**config.mk**
```make
export PLATFORM = sky130hd
export DESIGN_NAME = lrap_link
export DESIGN_NICKNAME = d
export VERILOG_FILES = /design/src/hdl/lrap_pkg.sv /design/src/hdl/lrap_link.sv /design/src/hdl/lrap_tick.sv
export VERILOG_INCLUDE_DIRS = /design/src /design/src/hdl
export SDC_FILE = /design/constraint.sdc
export NUM_CORES = 1
export LEC_CHECK = 0
export BUFFER_PORTS_ARGS = -buffer_cell sky130_fd_sc_hd__buf_2
export CORE_MARGIN = 3
export CORE_UTILIZATION = 55
export DETAILED_ROUTE_END_ITERATION = 12
export PLACE_DENSITY = 0.86
export SYNTH_ARGS = -nofsm -noshare
export SYNTH_HDL_FRONTEND = slang
export SYNTH_SLANG_ARGS = --single-unit
```
**constraint.sdc**
```tcl
create_clock -name pclk -period 15.7 [get_ports pclk]
set_input_delay 2.355 -clock pclk [delete_from_list [all_inputs] [get_ports pclk]]
set_output_delay 2.355 -clock pclk [all_outputs]
set_load 0.05 [all_outputs]
```
**src/hdl/lrap_defines.svh**
```systemverilog
`ifndef LRAP_DEFINES_SVH
`define LRAP_DEFINES_SVH
// ----------------------------------------
// timing
// ----------------------------------------
`define LRAP_CLK_NS        4
`define LRAP_MS_NS         1000000
`define LRAP_WAKE_UNIT_MS  100
`define LRAP_WAKE_DET_MS   35
`define LRAP_REM_UNIT_MS   10
`define LRAP_SLOT_MS       38
`define LRAP_RESP_WAIT_MS  2
// ----------------------------------------
// register offsets
// ----------------------------------------
`define LRAP_CFG_OFS       8'h00
`define LRAP_ADDR_OFS      8'h04
`define LRAP_DEST_OFS      8'h08
`define LRAP_POLL_OFS      8'h0c
`define LRAP_PTIM_OFS      8'h10
`define LRAP_STAT_OFS      8'h14
// ----------------------------------------
// field positions
// ----------------------------------------
`define LRAP_CFG_WAKE_LSB  0
`define LRAP_CFG_MODE_LSB  8
`define LRAP_CFG_PAR_LSB   12
`define LRAP_CFG_MT_LSB    16
`define LRAP_CFG_RN_LSB    24
`define LRAP_HI16_LSB      16
`define LRAP_PTIM_RR_LSB   16
// ----------------------------------------
// reset values
// ----------------------------------------
`define LRAP_CFG_RST       32'h0000_0001
`define LRAP_ADDR_RST      32'hffff_ffff
`define LRAP_DEST_RST      32'h0000_0000
`define LRAP_POLL_RST      32'h0000_0000
`define LRAP_PTIM_RST      32'h0000_0000
`define LRAP_SRC_OFF       16'hffff
`define LRAP_LFSR_SEED     16'hace1
`endif

```
**src/hdl/lrap_pkg.sv**
```systemverilog
package lrap_pkg;
	typedef enum logic [2:0] {
		LRAP_MODE_TRANSP   = 3'b000,
		LRAP_MODE_RSV1     = 3'b001,
		LRAP_MODE_RSV2     = 3'b010,
		LRAP_MODE_POLL_BAS = 3'b011,
		LRAP_MODE_POLL_REM = 3'b100,
		LRAP_MODE_REPEATER = 3'b101,
		LRAP_MODE_END_NODE = 3'b110,
		LRAP_MODE_RSV7     = 3'b111
	} lrap_mode_e;
	typedef enum logic [2:0] {
		LRAP_PAR_NONE  = 3'b000,
		LRAP_PAR_EVEN  = 3'b001,
		LRAP_PAR_ODD   = 3'b010,
		LRAP_PAR_MARK  = 3'b011,
		LRAP_PAR_SPACE = 3'b100
	} lrap_parity_e;
	typedef enum logic [1:0] {
		LRAP_P_IDLE = 2'b00,
		LRAP_P_SEND = 2'b01,
		LRAP_P_WAIT = 2'b10,
		LRAP_P_GAP  = 2'b11
	} lrap_poll_e;
	typedef enum logic [1:0] {
		LRAP_B_IDLE = 2'b00,
		LRAP_B_HOLD = 2'b01,
		LRAP_B_SLOT = 2'b10
	} lrap_bo_e;
endpackage

```
**src/hdl/lrap_link.sv**
```systemverilog
// The address map and the APB register port are this design's own decisions.
`timescale 1ns/1ps
`include "lrap_defines.svh"
module lrap_link
	import lrap_pkg::*;
#(
	parameter int unsigned MS_CYCLES = `LRAP_MS_NS / `LRAP_CLK_NS
) (
	// apb
	input  wire logic        pclk,
	input  wire logic        presetn,
	input  wire logic        psel,
	input  wire logic        penable,
	input  wire logic        pwrite,
	input  wire logic [31:0] paddr,
	input  wire logic [31:0] pwdata,
	output logic      [31:0] prdata,
	output logic             pready,
	output logic             pslverr,
	// radio receive
	input  wire logic        rx_valid,
	input  wire logic [15:0] rx_dest,
	input  wire logic        rx_repeated,
	input  wire logic        rx_ack_req,
	input  wire logic        rx_is_poll,
	input  wire logic [7:0]  rx_mt_left,
	input  wire logic [15:0] rx_len_ms,
	input  wire logic        rf_wake_seen,
	input  wire logic        awake_release,
	output logic             rx_deliver,
	output logic             rx_send_ack,
	output logic             rx_retransmit,
	output logic             stay_awake,
	// transmit
	input  wire logic        tx_req,
	input  wire logic        tx_start,
	input  wire logic        ser_data_in,
	output logic             tx_grant,
	output logic      [8:0]  tx_copies,
	output logic             tx_ack_req,
	output logic      [15:0] tx_src_addr,
	output logic             wake_init_active,
	output logic             ser_discard,
	output lrap_pkg::lrap_parity_e uart_parity_select,
	// polling
	output logic             poll_req,
	output logic      [15:0] poll_addr
);
	// ----------------------------------------
	// registers and bus
	// ----------------------------------------
	logic [31:0] cfg_q, adr_q, dst_q, pol_q, ptm_q;
	logic        pready_q;
	wire  [7:0]  ofs = paddr[7:0];
	wire         hit = (paddr[31:8] == 24'h0) && (paddr[1:0] == 2'b00) && (ofs <= `LRAP_STAT_OFS);
	wire         wr  = psel & penable & pready_q & pwrite;
	wire  [7:0]  wake_init_duration      = cfg_q[`LRAP_CFG_WAKE_LSB +: 8];
	wire  [2:0]  radio_mode_select       = cfg_q[`LRAP_CFG_MODE_LSB +: 3];
	wire  [7:0]  forced_retransmit_count = cfg_q[`LRAP_CFG_MT_LSB +: 8];
	wire  [7:0]  backoff_slot_count      = cfg_q[`LRAP_CFG_RN_LSB +: 8];
	wire  [15:0] address_mask            = adr_q[15:0];
	wire  [15:0] source_address          = adr_q[`LRAP_HI16_LSB +: 16];
	wire  [15:0] destination_address     = dst_q[15:0];
	wire  [15:0] poll_begin_address      = pol_q[15:0];
	wire  [15:0] poll_end_address        = pol_q[`LRAP_HI16_LSB +: 16];
	wire  [15:0] poll_delay_timeout      = ptm_q[15:0];
	wire  [7:0]  retry_count             = ptm_q[`LRAP_PTIM_RR_LSB +: 8];
	wire         is_base   = (radio_mode_select == LRAP_MODE_POLL_BAS);
	wire         is_remote = (radio_mode_select == LRAP_MODE_POLL_REM);
	wire         is_rptr   = (radio_mode_select == LRAP_MODE_REPEATER);
	logic [31:0] stat, rdata;

	always_ff @(posedge pclk or negedge presetn) begin
		if (!presetn) begin
			cfg_q <= `LRAP_CFG_RST;
			adr_q <= `LRAP_ADDR_RST;
			dst_q <= `LRAP_DEST_RST;
			pol_q <= `LRAP_POLL_RST;
			ptm_q <= `LRAP_PTIM_RST;
		end else if (wr) begin
			if (ofs == `LRAP_CFG_OFS) cfg_q <= pwdata;
			if (ofs == `LRAP_ADDR_OFS) adr_q <= pwdata;
			if (ofs == `LRAP_DEST_OFS) dst_q <= {16'h0, pwdata[15:0]};
			if (ofs == `LRAP_POLL_OFS) pol_q <= pwdata;
			if (ofs == `LRAP_PTIM_OFS) ptm_q <= {8'h0, pwdata[23:0]};
		end
	end

	always_comb begin
		case (ofs)
			`LRAP_CFG_OFS:  rdata = cfg_q;
			`LRAP_ADDR_OFS: rdata = adr_q;
			`LRAP_DEST_OFS: rdata = dst_q;
			`LRAP_POLL_OFS: rdata = pol_q;
			`LRAP_PTIM_OFS: rdata = ptm_q;
			`LRAP_STAT_OFS: rdata = stat;
			default:        rdata = 32'h0;
		endcase
	end

	always_ff @(posedge pclk or negedge presetn) begin
		if (!presetn) begin
			pready_q <= 1'b0;
			prdata   <= 32'h0;
			pslverr  <= 1'b0;
		end else begin
			pready_q <= psel & penable & ~pready_q;
			pslverr  <= psel & penable & ~pready_q & ~hit;
			if (psel & ~penable) prdata <= hit ? rdata : 32'h0;
		end
	end
	assign pready = pready_q;

	// ----------------------------------------
	// millisecond time base
	// ----------------------------------------
	logic ms;
	lrap_tick #(.CYCLES(MS_CYCLES)) u_ms (
		.pclk    (pclk),
		.presetn (presetn),
		.tick    (ms)
	);

	// ----------------------------------------
	// wake initializer send and detect
	// ----------------------------------------
	logic [14:0] wake_ms_q;
	logic [5:0]  det_ms_q;
	always_ff @(posedge pclk or negedge presetn) begin
		if (!presetn) begin
			wake_ms_q        <= '0;
			wake_init_active <= 1'b0;
		end else if (tx_start && !wake_init_active && wake_init_duration != 8'h0) begin
			wake_ms_q        <= 15'(wake_init_duration * `LRAP_WAKE_UNIT_MS);
			wake_init_active <= 1'b1;
		end else if (ms && wake_init_active) begin
			wake_ms_q        <= wake_ms_q - 15'd1;
			wake_init_active <= (wake_ms_q != 15'd1);
		end
	end

	always_ff @(posedge pclk or negedge presetn) begin
		if (!presetn) begin
			det_ms_q   <= '0;
			stay_awake <= 1'b0;
		end else begin
			if (!rf_wake_seen) det_ms_q <= '0;
			else if (ms && det_ms_q != 6'(`LRAP_WAKE_DET_MS)) det_ms_q <= det_ms_q + 6'd1;
			if (rf_wake_seen && det_ms_q == 6'(`LRAP_WAKE_DET_MS)) stay_awake <= 1'b1;
			else if (awake_release) stay_awake <= 1'b0;
		end
	end

	// ----------------------------------------
	// receive filter
	// ----------------------------------------
	wire [15:0] anded  = rx_dest & address_mask;
	wire        match  = (anded == destination_address) || (anded == address_mask);
	wire        sniff  = (address_mask == 16'h0);
	wire        fresh  = match & ~rx_repeated;
	always_ff @(posedge pclk or negedge presetn) begin
		if (!presetn) begin
			rx_deliver    <= 1'b0;
			rx_send_ack   <= 1'b0;
			rx_retransmit <= 1'b0;
		end else begin
			rx_deliver    <= rx_valid & (sniff | fresh);
			rx_send_ack   <= rx_valid & rx_ack_req & fresh & ~sniff;
			rx_retransmit <= rx_valid & is_rptr & ~match & ~rx_repeated;
		end
	end

	// ----------------------------------------
	// back-off after forced copies
	// ----------------------------------------
	lrap_bo_e    bo_q;
	logic [23:0] bo_ms_q;
	logic [15:0] lfsr_q;
	wire  [8:0]  slots   = 9'({1'b0, lfsr_q[7:0]} % ({1'b0, backoff_slot_count} + 9'h1));
	wire  [23:0] slot_ms = 24'(slots * `LRAP_SLOT_MS);
	wire         tx_ok   = (bo_q == LRAP_B_IDLE);
	always_ff @(posedge pclk or negedge presetn) begin
		if (!presetn) lfsr_q <= `LRAP_LFSR_SEED;
		else lfsr_q <= {lfsr_q[14:0], lfsr_q[15] ^ lfsr_q[13] ^ lfsr_q[12] ^ lfsr_q[10]};
	end

	always_ff @(posedge pclk or negedge presetn) begin
		if (!presetn) begin
			bo_q    <= LRAP_B_IDLE;
			bo_ms_q <= '0;
		end else if (rx_valid && rx_mt_left != 8'h0) begin
			bo_q    <= LRAP_B_HOLD;
			bo_ms_q <= 24'(rx_len_ms) * 24'(rx_mt_left);
		end else begin
			unique case (bo_q)
				LRAP_B_IDLE: bo_ms_q <= '0;
				LRAP_B_HOLD: if (bo_ms_q == 24'h0) begin
					bo_q    <= LRAP_B_SLOT;
					bo_ms_q <= slot_ms;
				end else if (ms) bo_ms_q <= bo_ms_q - 24'h1;
				LRAP_B_SLOT: if (bo_ms_q == 24'h0) bo_q <= LRAP_B_IDLE;
					else if (ms) bo_ms_q <= bo_ms_q - 24'h1;
				default: bo_q <= LRAP_B_IDLE;
			endcase
		end
	end

	// ----------------------------------------
	// transmit gate and remote hold
	// ----------------------------------------
	logic        poll_seen_q, held_q;
	logic [19:0] age_ms_q;
	wire         can_tx = tx_ok & (~is_remote | poll_seen_q);
	wire         go     = tx_req & can_tx & ~tx_grant;
	wire         stale  = held_q && age_ms_q >= 20'(poll_delay_timeout * `LRAP_REM_UNIT_MS);
	always_ff @(posedge pclk or negedge presetn) begin
		if (!presetn) begin
			tx_grant    <= 1'b0;
			tx_copies   <= 9'h1;
			tx_ack_req  <= 1'b1;
			tx_src_addr <= 16'h0;
			poll_seen_q <= 1'b0;
		end else begin
			tx_grant    <= go;
			tx_copies   <= (forced_retransmit_count != 8'h0) ? {1'b0, forced_retransmit_count} + 9'h1
				: {1'b0, retry_count} + 9'h1;
			tx_ack_req  <= (forced_retransmit_count == 8'h0);
			tx_src_addr <= (source_address == `LRAP_SRC_OFF) ? destination_address : source_address;
			if (rx_valid && rx_is_poll && match && is_remote) poll_seen_q <= 1'b1;
			else if (go || !is_remote) poll_seen_q <= 1'b0;
		end
	end

	always_ff @(posedge pclk or negedge presetn) begin
		if (!presetn) begin
			held_q      <= 1'b0;
			age_ms_q    <= '0;
			ser_discard <= 1'b0;
		end else begin
			ser_discard <= is_remote & stale & ~go;
			if (ser_data_in) begin
				held_q   <= 1'b1;
				age_ms_q <= '0;
			end else if (go || (is_remote && stale)) held_q <= 1'b0;
			else if (ms && held_q && age_ms_q != 20'hfffff) age_ms_q <= age_ms_q + 20'h1;
		end
	end
	assign uart_parity_select = lrap_parity_e'(cfg_q[`LRAP_CFG_PAR_LSB +: 3]);

	// ----------------------------------------
	// poll base sequencer
	// ----------------------------------------
	lrap_poll_e  ps_q;
	logic [15:0] cur_q, cyc_ms_q;
	logic [7:0]  wt_ms_q;
	always_ff @(posedge pclk or negedge presetn) begin
		if (!presetn) begin
			ps_q      <= LRAP_P_IDLE;
			cur_q     <= '0;
			cyc_ms_q  <= '0;
			wt_ms_q   <= '0;
			poll_req  <= 1'b0;
			poll_addr <= '0;
		end else begin
			poll_req <= 1'b0;
			if (ms && ps_q != LRAP_P_IDLE && cyc_ms_q != 16'hffff) cyc_ms_q <= cyc_ms_q + 16'h1;
			if (!is_base) ps_q <= LRAP_P_IDLE;
			else unique case (ps_q)
				LRAP_P_IDLE: begin
					cur_q    <= poll_begin_address;
					cyc_ms_q <= '0;
					ps_q     <= LRAP_P_SEND;
				end
				LRAP_P_SEND: begin
					poll_req  <= 1'b1;
					poll_addr <= cur_q;
					wt_ms_q   <= '0;
					ps_q      <= LRAP_P_WAIT;
				end
				LRAP_P_WAIT: begin
					if (ms) wt_ms_q <= wt_ms_q + 8'h1;
					if (rx_valid || wt_ms_q >= 8'(`LRAP_RESP_WAIT_MS)) begin
						if (cur_q == poll_end_address) ps_q <= LRAP_P_GAP;
						else begin
							cur_q <= cur_q + 16'h1;
							ps_q  <= LRAP_P_SEND;
						end
					end
				end
				LRAP_P_GAP: if (cyc_ms_q >= poll_delay_timeout) begin
					cyc_ms_q <= '0;
					cur_q    <= poll_begin_address;
					ps_q     <= LRAP_P_SEND;
				end
			endcase
		end
	end
	assign stat = {11'h0, held_q, poll_seen_q, tx_ok, stay_awake, wake_init_active, poll_addr};
endmodule // lrap_link

```
**src/hdl/lrap_tick.sv**
```systemverilog
`timescale 1ns/1ps
// ----------------------------------------
// periodic one-cycle tick
// ----------------------------------------
module lrap_tick #(
	parameter int unsigned CYCLES = 250000
) (
	// clock and reset
	input  wire logic pclk,
	input  wire logic presetn,
	// tick out
	output logic      tick
);
	localparam int W = $clog2(CYCLES + 1);
	localparam logic [W-1:0] LAST = W'(CYCLES - 1);
	logic [W-1:0] cnt_q;
	wire          wrap = (cnt_q == LAST);

	always_ff @(posedge pclk or negedge presetn) begin
		if (!presetn) begin
			cnt_q <= '0;
			tick  <= 1'b0;
		end else begin
			cnt_q <= wrap ? '0 : cnt_q + W'(1);
			tick  <= wrap;
		end
	end
endmodule // lrap_tick

```
After elaboration in Yosys (flattened, before gate mapping):

Cells that the tools add are included.

* output and inout port bits: 87
* bits in read-only memories: 0
* register bits: 366
* memories kept: 0
* input port bits: 118
* RAM bits: 0
* latch bits: 0
* logic and storage cells: 224

* reduce and logical (&&, ||, !) cells: 55
* bitwise logic cells: 34
* divide/modulo/power cells: 1
* magnitude comparators: 4
* equality and inequality tests: 35
* add/subtract/negate cells: 11
* $mul: 4
* mux-type cells: 46
* shift-type cells: 0

Operators by type and width (count)
* $pmux 32 s6: 1
* $mux 16: 7
* $mux 24: 4
* $pmux 24 s3: 1
* $mux 20: 3
* $eq 16x16->1: 3
* $logic_not 24->1: 2
* $pmux 16 s3: 1
* $add 16x1->16 const B: 2
* $mux 32: 1
* $pmux 16 s2: 1
* $mux 15: 2
* $add 8x1->9 const B: 3
* $mul 16x8->24: 1
* $reduce_bool 8->1: 3
* $sub 24x1->24 const B: 1
* $add 20x1->20 const B: 1
* $ge 20x20->1: 1
* $ne 20x20->1 const B: 1
* $and 1x1->1: 19
* $mul 16x3->19 const B: 1
* $add 18x1->18 const B: 1
* $eq 18x18->1 const B: 1
* $mux 18: 1
* other kinds (48): 128

Longest topological paths before layout:

* word-level depth: 9
* depth in mapped cells: 76
* depth with buffers taken out: 72

Modules after synthesis:

A second synthesis with hierarchy kept.

* cell total of the unflattened synthesis: 2782
* area total of the unflattened synthesis: 26824.5 um^2

By module, submodules not included
* lrap_link: times used 1, cells an instance 2701, area an instance 25909.8 um^2, seq. area each 8737.1 um^2
* lrap_tick: times used 1, cells an instance 81, area an instance 914.6 um^2, seq. area each 475.5 um^2

Least setup slack after synthesis:

No wires, ideal clock.

* kind: reg-to-reg
* from: register cfg_q[24]
* to: register bo_ms_q[12]
* buffers on the path: 3
* required time: 15.605 ns
* path slack: 1.140 ns
* stages on the path, launching flop included: 70
* period minus slack after synthesis: 14.560 ns
* arrival: 14.464 ns
* library setup time: 0.095 ns
* cells stage by stage: dfrtp_1 ha_1 nand3_1 xor2_1 o211a_2 and3_1 ha_1 nor4b_1 nor2_1 o21a_1 and3_1 ha_1 a21oi_1 nand2_1 a21o_1 and2_1 ha_1 o21a_1 [34 not listed] nand2b_1 a21oi_1 o21ai_0 a41o_1 clkbuf_1 o21ai_1 inv_1 ha_1 inv_1 fa_1 inv_1 ha_1 or3_1 o211a_1 nand3_1 nand2_1 xnor2_1 o31ai_1

* longest elaborated chain between the ends: 6

Ends and longest elaborated chain
* from (decl): RTL line lrap_link.sv:52 `logic [31:0] cfg_q, adr_q, dst_q, pol_q, ptm_q;`
* from (signal assigned): RTL line lrap_link.sv:75 `` cfg_q <= `LRAP_CFG_RST; ``
* from (signal assigned): RTL line lrap_link.sv:81 `` if (ofs == `LRAP_CFG_OFS) cfg_q <= pwdata; ``
* $add 8x1->9: RTL line lrap_link.sv:179 `wire [8:0] slots = 9'({1'b0, lfsr_q[7:0]} % ({1'b0, backoff_slot_count} + 9'h1));`
* $mod 8x9->9: RTL line lrap_link.sv:179
* $mul 9x5->14 (no source line)
* $mux 24: RTL line lrap_link.sv:197 `LRAP_B_HOLD: if (bo_ms_q == 24'h0) begin`
* $pmux 24 s3: RTL line lrap_link.sv:195 `unique case (bo_q)`
* $mux 24: RTL line lrap_link.sv:191 `end else if (rx_valid && rx_mt_left != 8'h0) begin`
* to (signal assigned): RTL line lrap_link.sv:193 `bo_ms_q <= 24'(rx_len_ms) * 24'(rx_mt_left);`
* to (signal assigned): RTL line lrap_link.sv:199 `bo_ms_q <= slot_ms;`
* to (signal assigned): RTL line lrap_link.sv:200 `end else if (ms) bo_ms_q <= bo_ms_q - 24'h1;`
* to (decl): RTL line lrap_link.sv:177 `logic [23:0] bo_ms_q;`

No other way between the ends.
A chain may end at the register's enable or synchronous reset.

Final worst setup path:

* from: register cfg_q[31]
* to: register bo_ms_q[13]

Same word-level chain as after synthesis.

==> results.sh <==
export IMPL_ff2ff_setup_slack_ns=0.84
export IMPL_num_rows=80
export IMPL_final_area_um2=29830
export IMPL_pin_count=205
export IMPL_syn2layout_area_growth_pct=11.33
export IMPL_tightest_slew_ns=1.344
export IMPL_synth_top_area_share_pct=30.17
export IMPL_status="finished, final reports clean"
export IMPL_synth_seq_cells=366
export IMPL_layout_drive_gt1_share_pct=17.77
export IMPL_cts_buffer_depth=3
export IMPL_worstReg2RegEnd="bo_ms_q[13]"
export IMPL_netlist_area_um2=26790
export IMPL_hp_start="lfsr_q[14]"
export IMPL_netlist_cell_type_count=88
export IMPL_num_vias=22749
export IMPL_fin_skew_ns=0.03113
export IMPL_crit_family="compound AO/OA/AOI/OAI gates"
export IMPL_cts_hold_buf=0
export IMPL_wl_met1_um=30720
export IMPL_setup_ws_ns=0.8357
export IMPL_gr_total_overflow=0
export IMPL_r2r_start="cfg_q[31]"
export IMPL_cts_sinks=366
export IMPL_yosysTopAreaCell="dfrtp_1"
export IMPL_post_route_period_util_pct=94.68
export IMPL_cts_tree="yes"
export IMPL_track_usage_pct=28.46
export IMPL_htreeDepth=2
export IMPL_fmax_ghz=0.06728
export IMPL_wl_met2_um=33210
export IMPL_synth_area_per_cell_um2=9.488
export IMPL_fin_nets=3428
export IMPL_final_common_cell="dfrtp_1"
export IMPL_ys_flop_type="dfrtp_1"
export IMPL_routed_top_layer="met5"
export IMPL_cp_slowest_cell="fa_1"
export IMPL_worstPathRequired_ns=16.11
export IMPL_wire_per_inst_um=20.39
export IMPL_reg2regPathDepth=66
export IMPL_finalHoldViolations=0
export IMPL_antenna_found_initial=4
export IMPL_start_util_pct=55.88
export IMPL_placed_cell_area_um2=28370
export IMPL_fp_dieArea_um2=51400
export IMPL_vias_per_cell=6.251
export IMPL_drtAntennaViolNets=0
export IMPL_die_x_um=226.7
export IMPL_path_clk_slew_ns=0.06
export IMPL_syn_nets=3262
export IMPL_clock_latency_ns=0.57
export IMPL_ctsRootBufferMaster="clkbuf_16"
export IMPL_seq_area_um2=9213
export IMPL_hold_path_end="lfsr_q[15]"
export IMPL_multi_input_area_um2=16430
export IMPL_final_core_utilization_pct=62.22
export IMPL_cp_max_fo=12
export IMPL_drt_wl_total_um=74220
export IMPL_yosysWarningCount=0
export IMPL_place_ws_ns=0.3411
export IMPL_drc=0
export IMPL_final_cell_mix="323 x dfrtp_1, 274 x nand2_1, 225 x ha_1"
export IMPL_hpwl_um=55630
export IMPL_critPathLaunchType="register"
export IMPL_slew_violations=0
export IMPL_hp_class="register to register"
export IMPL_async_reset_ff_share_pct=100.0
export IMPL_port_buffers=204
export IMPL_nFillCells=3730
export IMPL_seq_area_frac_synth_pct=34.38
export IMPL_final_min_clock_period_ns=14.86
export IMPL_cts_buffers=40
export IMPL_cap_violations=0
export IMPL_cp_num_buf_inv=6
export IMPL_met3_wirelength_um=7375
export IMPL_min_path_cells=0
export IMPL_die_y_um=226.7
export IMPL_max_stage_delay_ns=0.49
export IMPL_grt_pass1_vias=21384
export IMPL_dr_pass1_iters=6
export IMPL_cp_common_cell="ha_1"
export IMPL_synthCells=2824
export IMPL_synth_edf_count=0
export IMPL_setup_violations=0
export IMPL_dr_first_iter_drc_count=2571
export IMPL_critPathCaptureType="register"
export IMPL_synthTopCellsByArea="dfrtp_1 30%, ha_1 11%, fa_1 7.0%"
export IMPL_gp_congestion=0.9992
export IMPL_crit_arrival_ns=15.28
export IMPL_critPathKind="register to register"
export IMPL_grt_start_max_net_pins=180
export IMPL_grt_pass1_wl_um=116000
export IMPL_slew_headroom_pct=10.04
export IMPL_core_region_area_um2=47950
==> flip-flops by register name, summed over array words and instances, names as in the netlist, 16 cells and up <==
register     flops
age_ms_q        20
u_ms.cnt_q      18
prdata          32
cfg_q           32
bo_ms_q         24
dst_q           16
ptm_q           24
poll_addr       16
adr_q           32
pol_q           32
tx_src_addr     16
cyc_ms_q        16
lfsr_q          16
cur_q           16
==> worst max-delay path by stage <==
stage              start  slack, ns  cells past startpoint           to
6_report       cfg_q[31]       0.84                     66  bo_ms_q[13]
5_1_grt        cfg_q[31]      -0.09                     70  bo_ms_q[13]
4_1_cts        cfg_q[25]       0.26                     65  bo_ms_q[13]
3_5_place_dp   cfg_q[25]       0.34                     65  bo_ms_q[11]
3_3_place_gp   cfg_q[25]       0.68                     68  bo_ms_q[13]
2_1_floorplan  cfg_q[24]       1.14                     69  bo_ms_q[12]
==> per-stage QoR <==
stage	TNS, ns	hold slack (ns)	std cells
after global routing	-0.2659	0.3543	3639
after CTS	0	0.3525	3630
after detailed placement	0	0.3410	3556
final	0	0.3511	3639
after floorplan	0	0.3312	2824
after global placement	0	0.3352	3556
==> worst register-to-register path: cells and delay by family (launching register included) <==
family / cells / cell delay (ns)
buf+inv: 6 / 0.67
flops: 1 / 0.48
compound gates: 31 / 6.35
fa+ha+maj: 11 / 3.50
simple gates: 15 / 2.77
mux: 3 / 1.01
==> cell type report <==
class / count / share of cell area, %
timing repair buffer: 238 / 4.354
multi-input combinational: 2135 / 55.08
sequential: 366 / 30.88
clock inverter: 13 / 0.5411
tap: 615 / 2.579
inverter: 209 / 2.630
antenna: 2 / 0.01678
clock buffer: 61 / 3.922
==> synthesized netlist by cell type (all sizes together), types with 69 or more instances <==
cell type	instances
inv	209
xor2	81
and2	69
clkbuf	85
fa	94
a21oi	152
o21ai	172
xnor2	85
mux2	136
nor2	157
dfrtp	323
ha	226
nand2	275
==> logic make-up after synthesis <==
group | count (synthesis) | share of synthesized area, %
simple gates | 849 | 15.82
compound gates | 643 | 15.62
flops | 366 | 34.38
buf+inv | 323 | 4.651
fa+ha+maj | 320 | 17.58
xor+xnor | 166 | 5.426
mux | 157 | 6.528
==> metal layers <==
metal	vias to the layer above	global-route usage, %
met4	2	9.859
li1	10372	-
met1	11040	40.15
met5	-	0
met3	197	5.218
met2	1138	44.32
==> timing repair <==
action,4_1_cts,5_1_grt
setup endpoints to repair,0,11
gates resized for setup,0,18
setup buffers,0,7
Power is left out: the tool's default activity adds up to more than one toggle a clock period on the data nets, which glitch-free logic cannot reach.
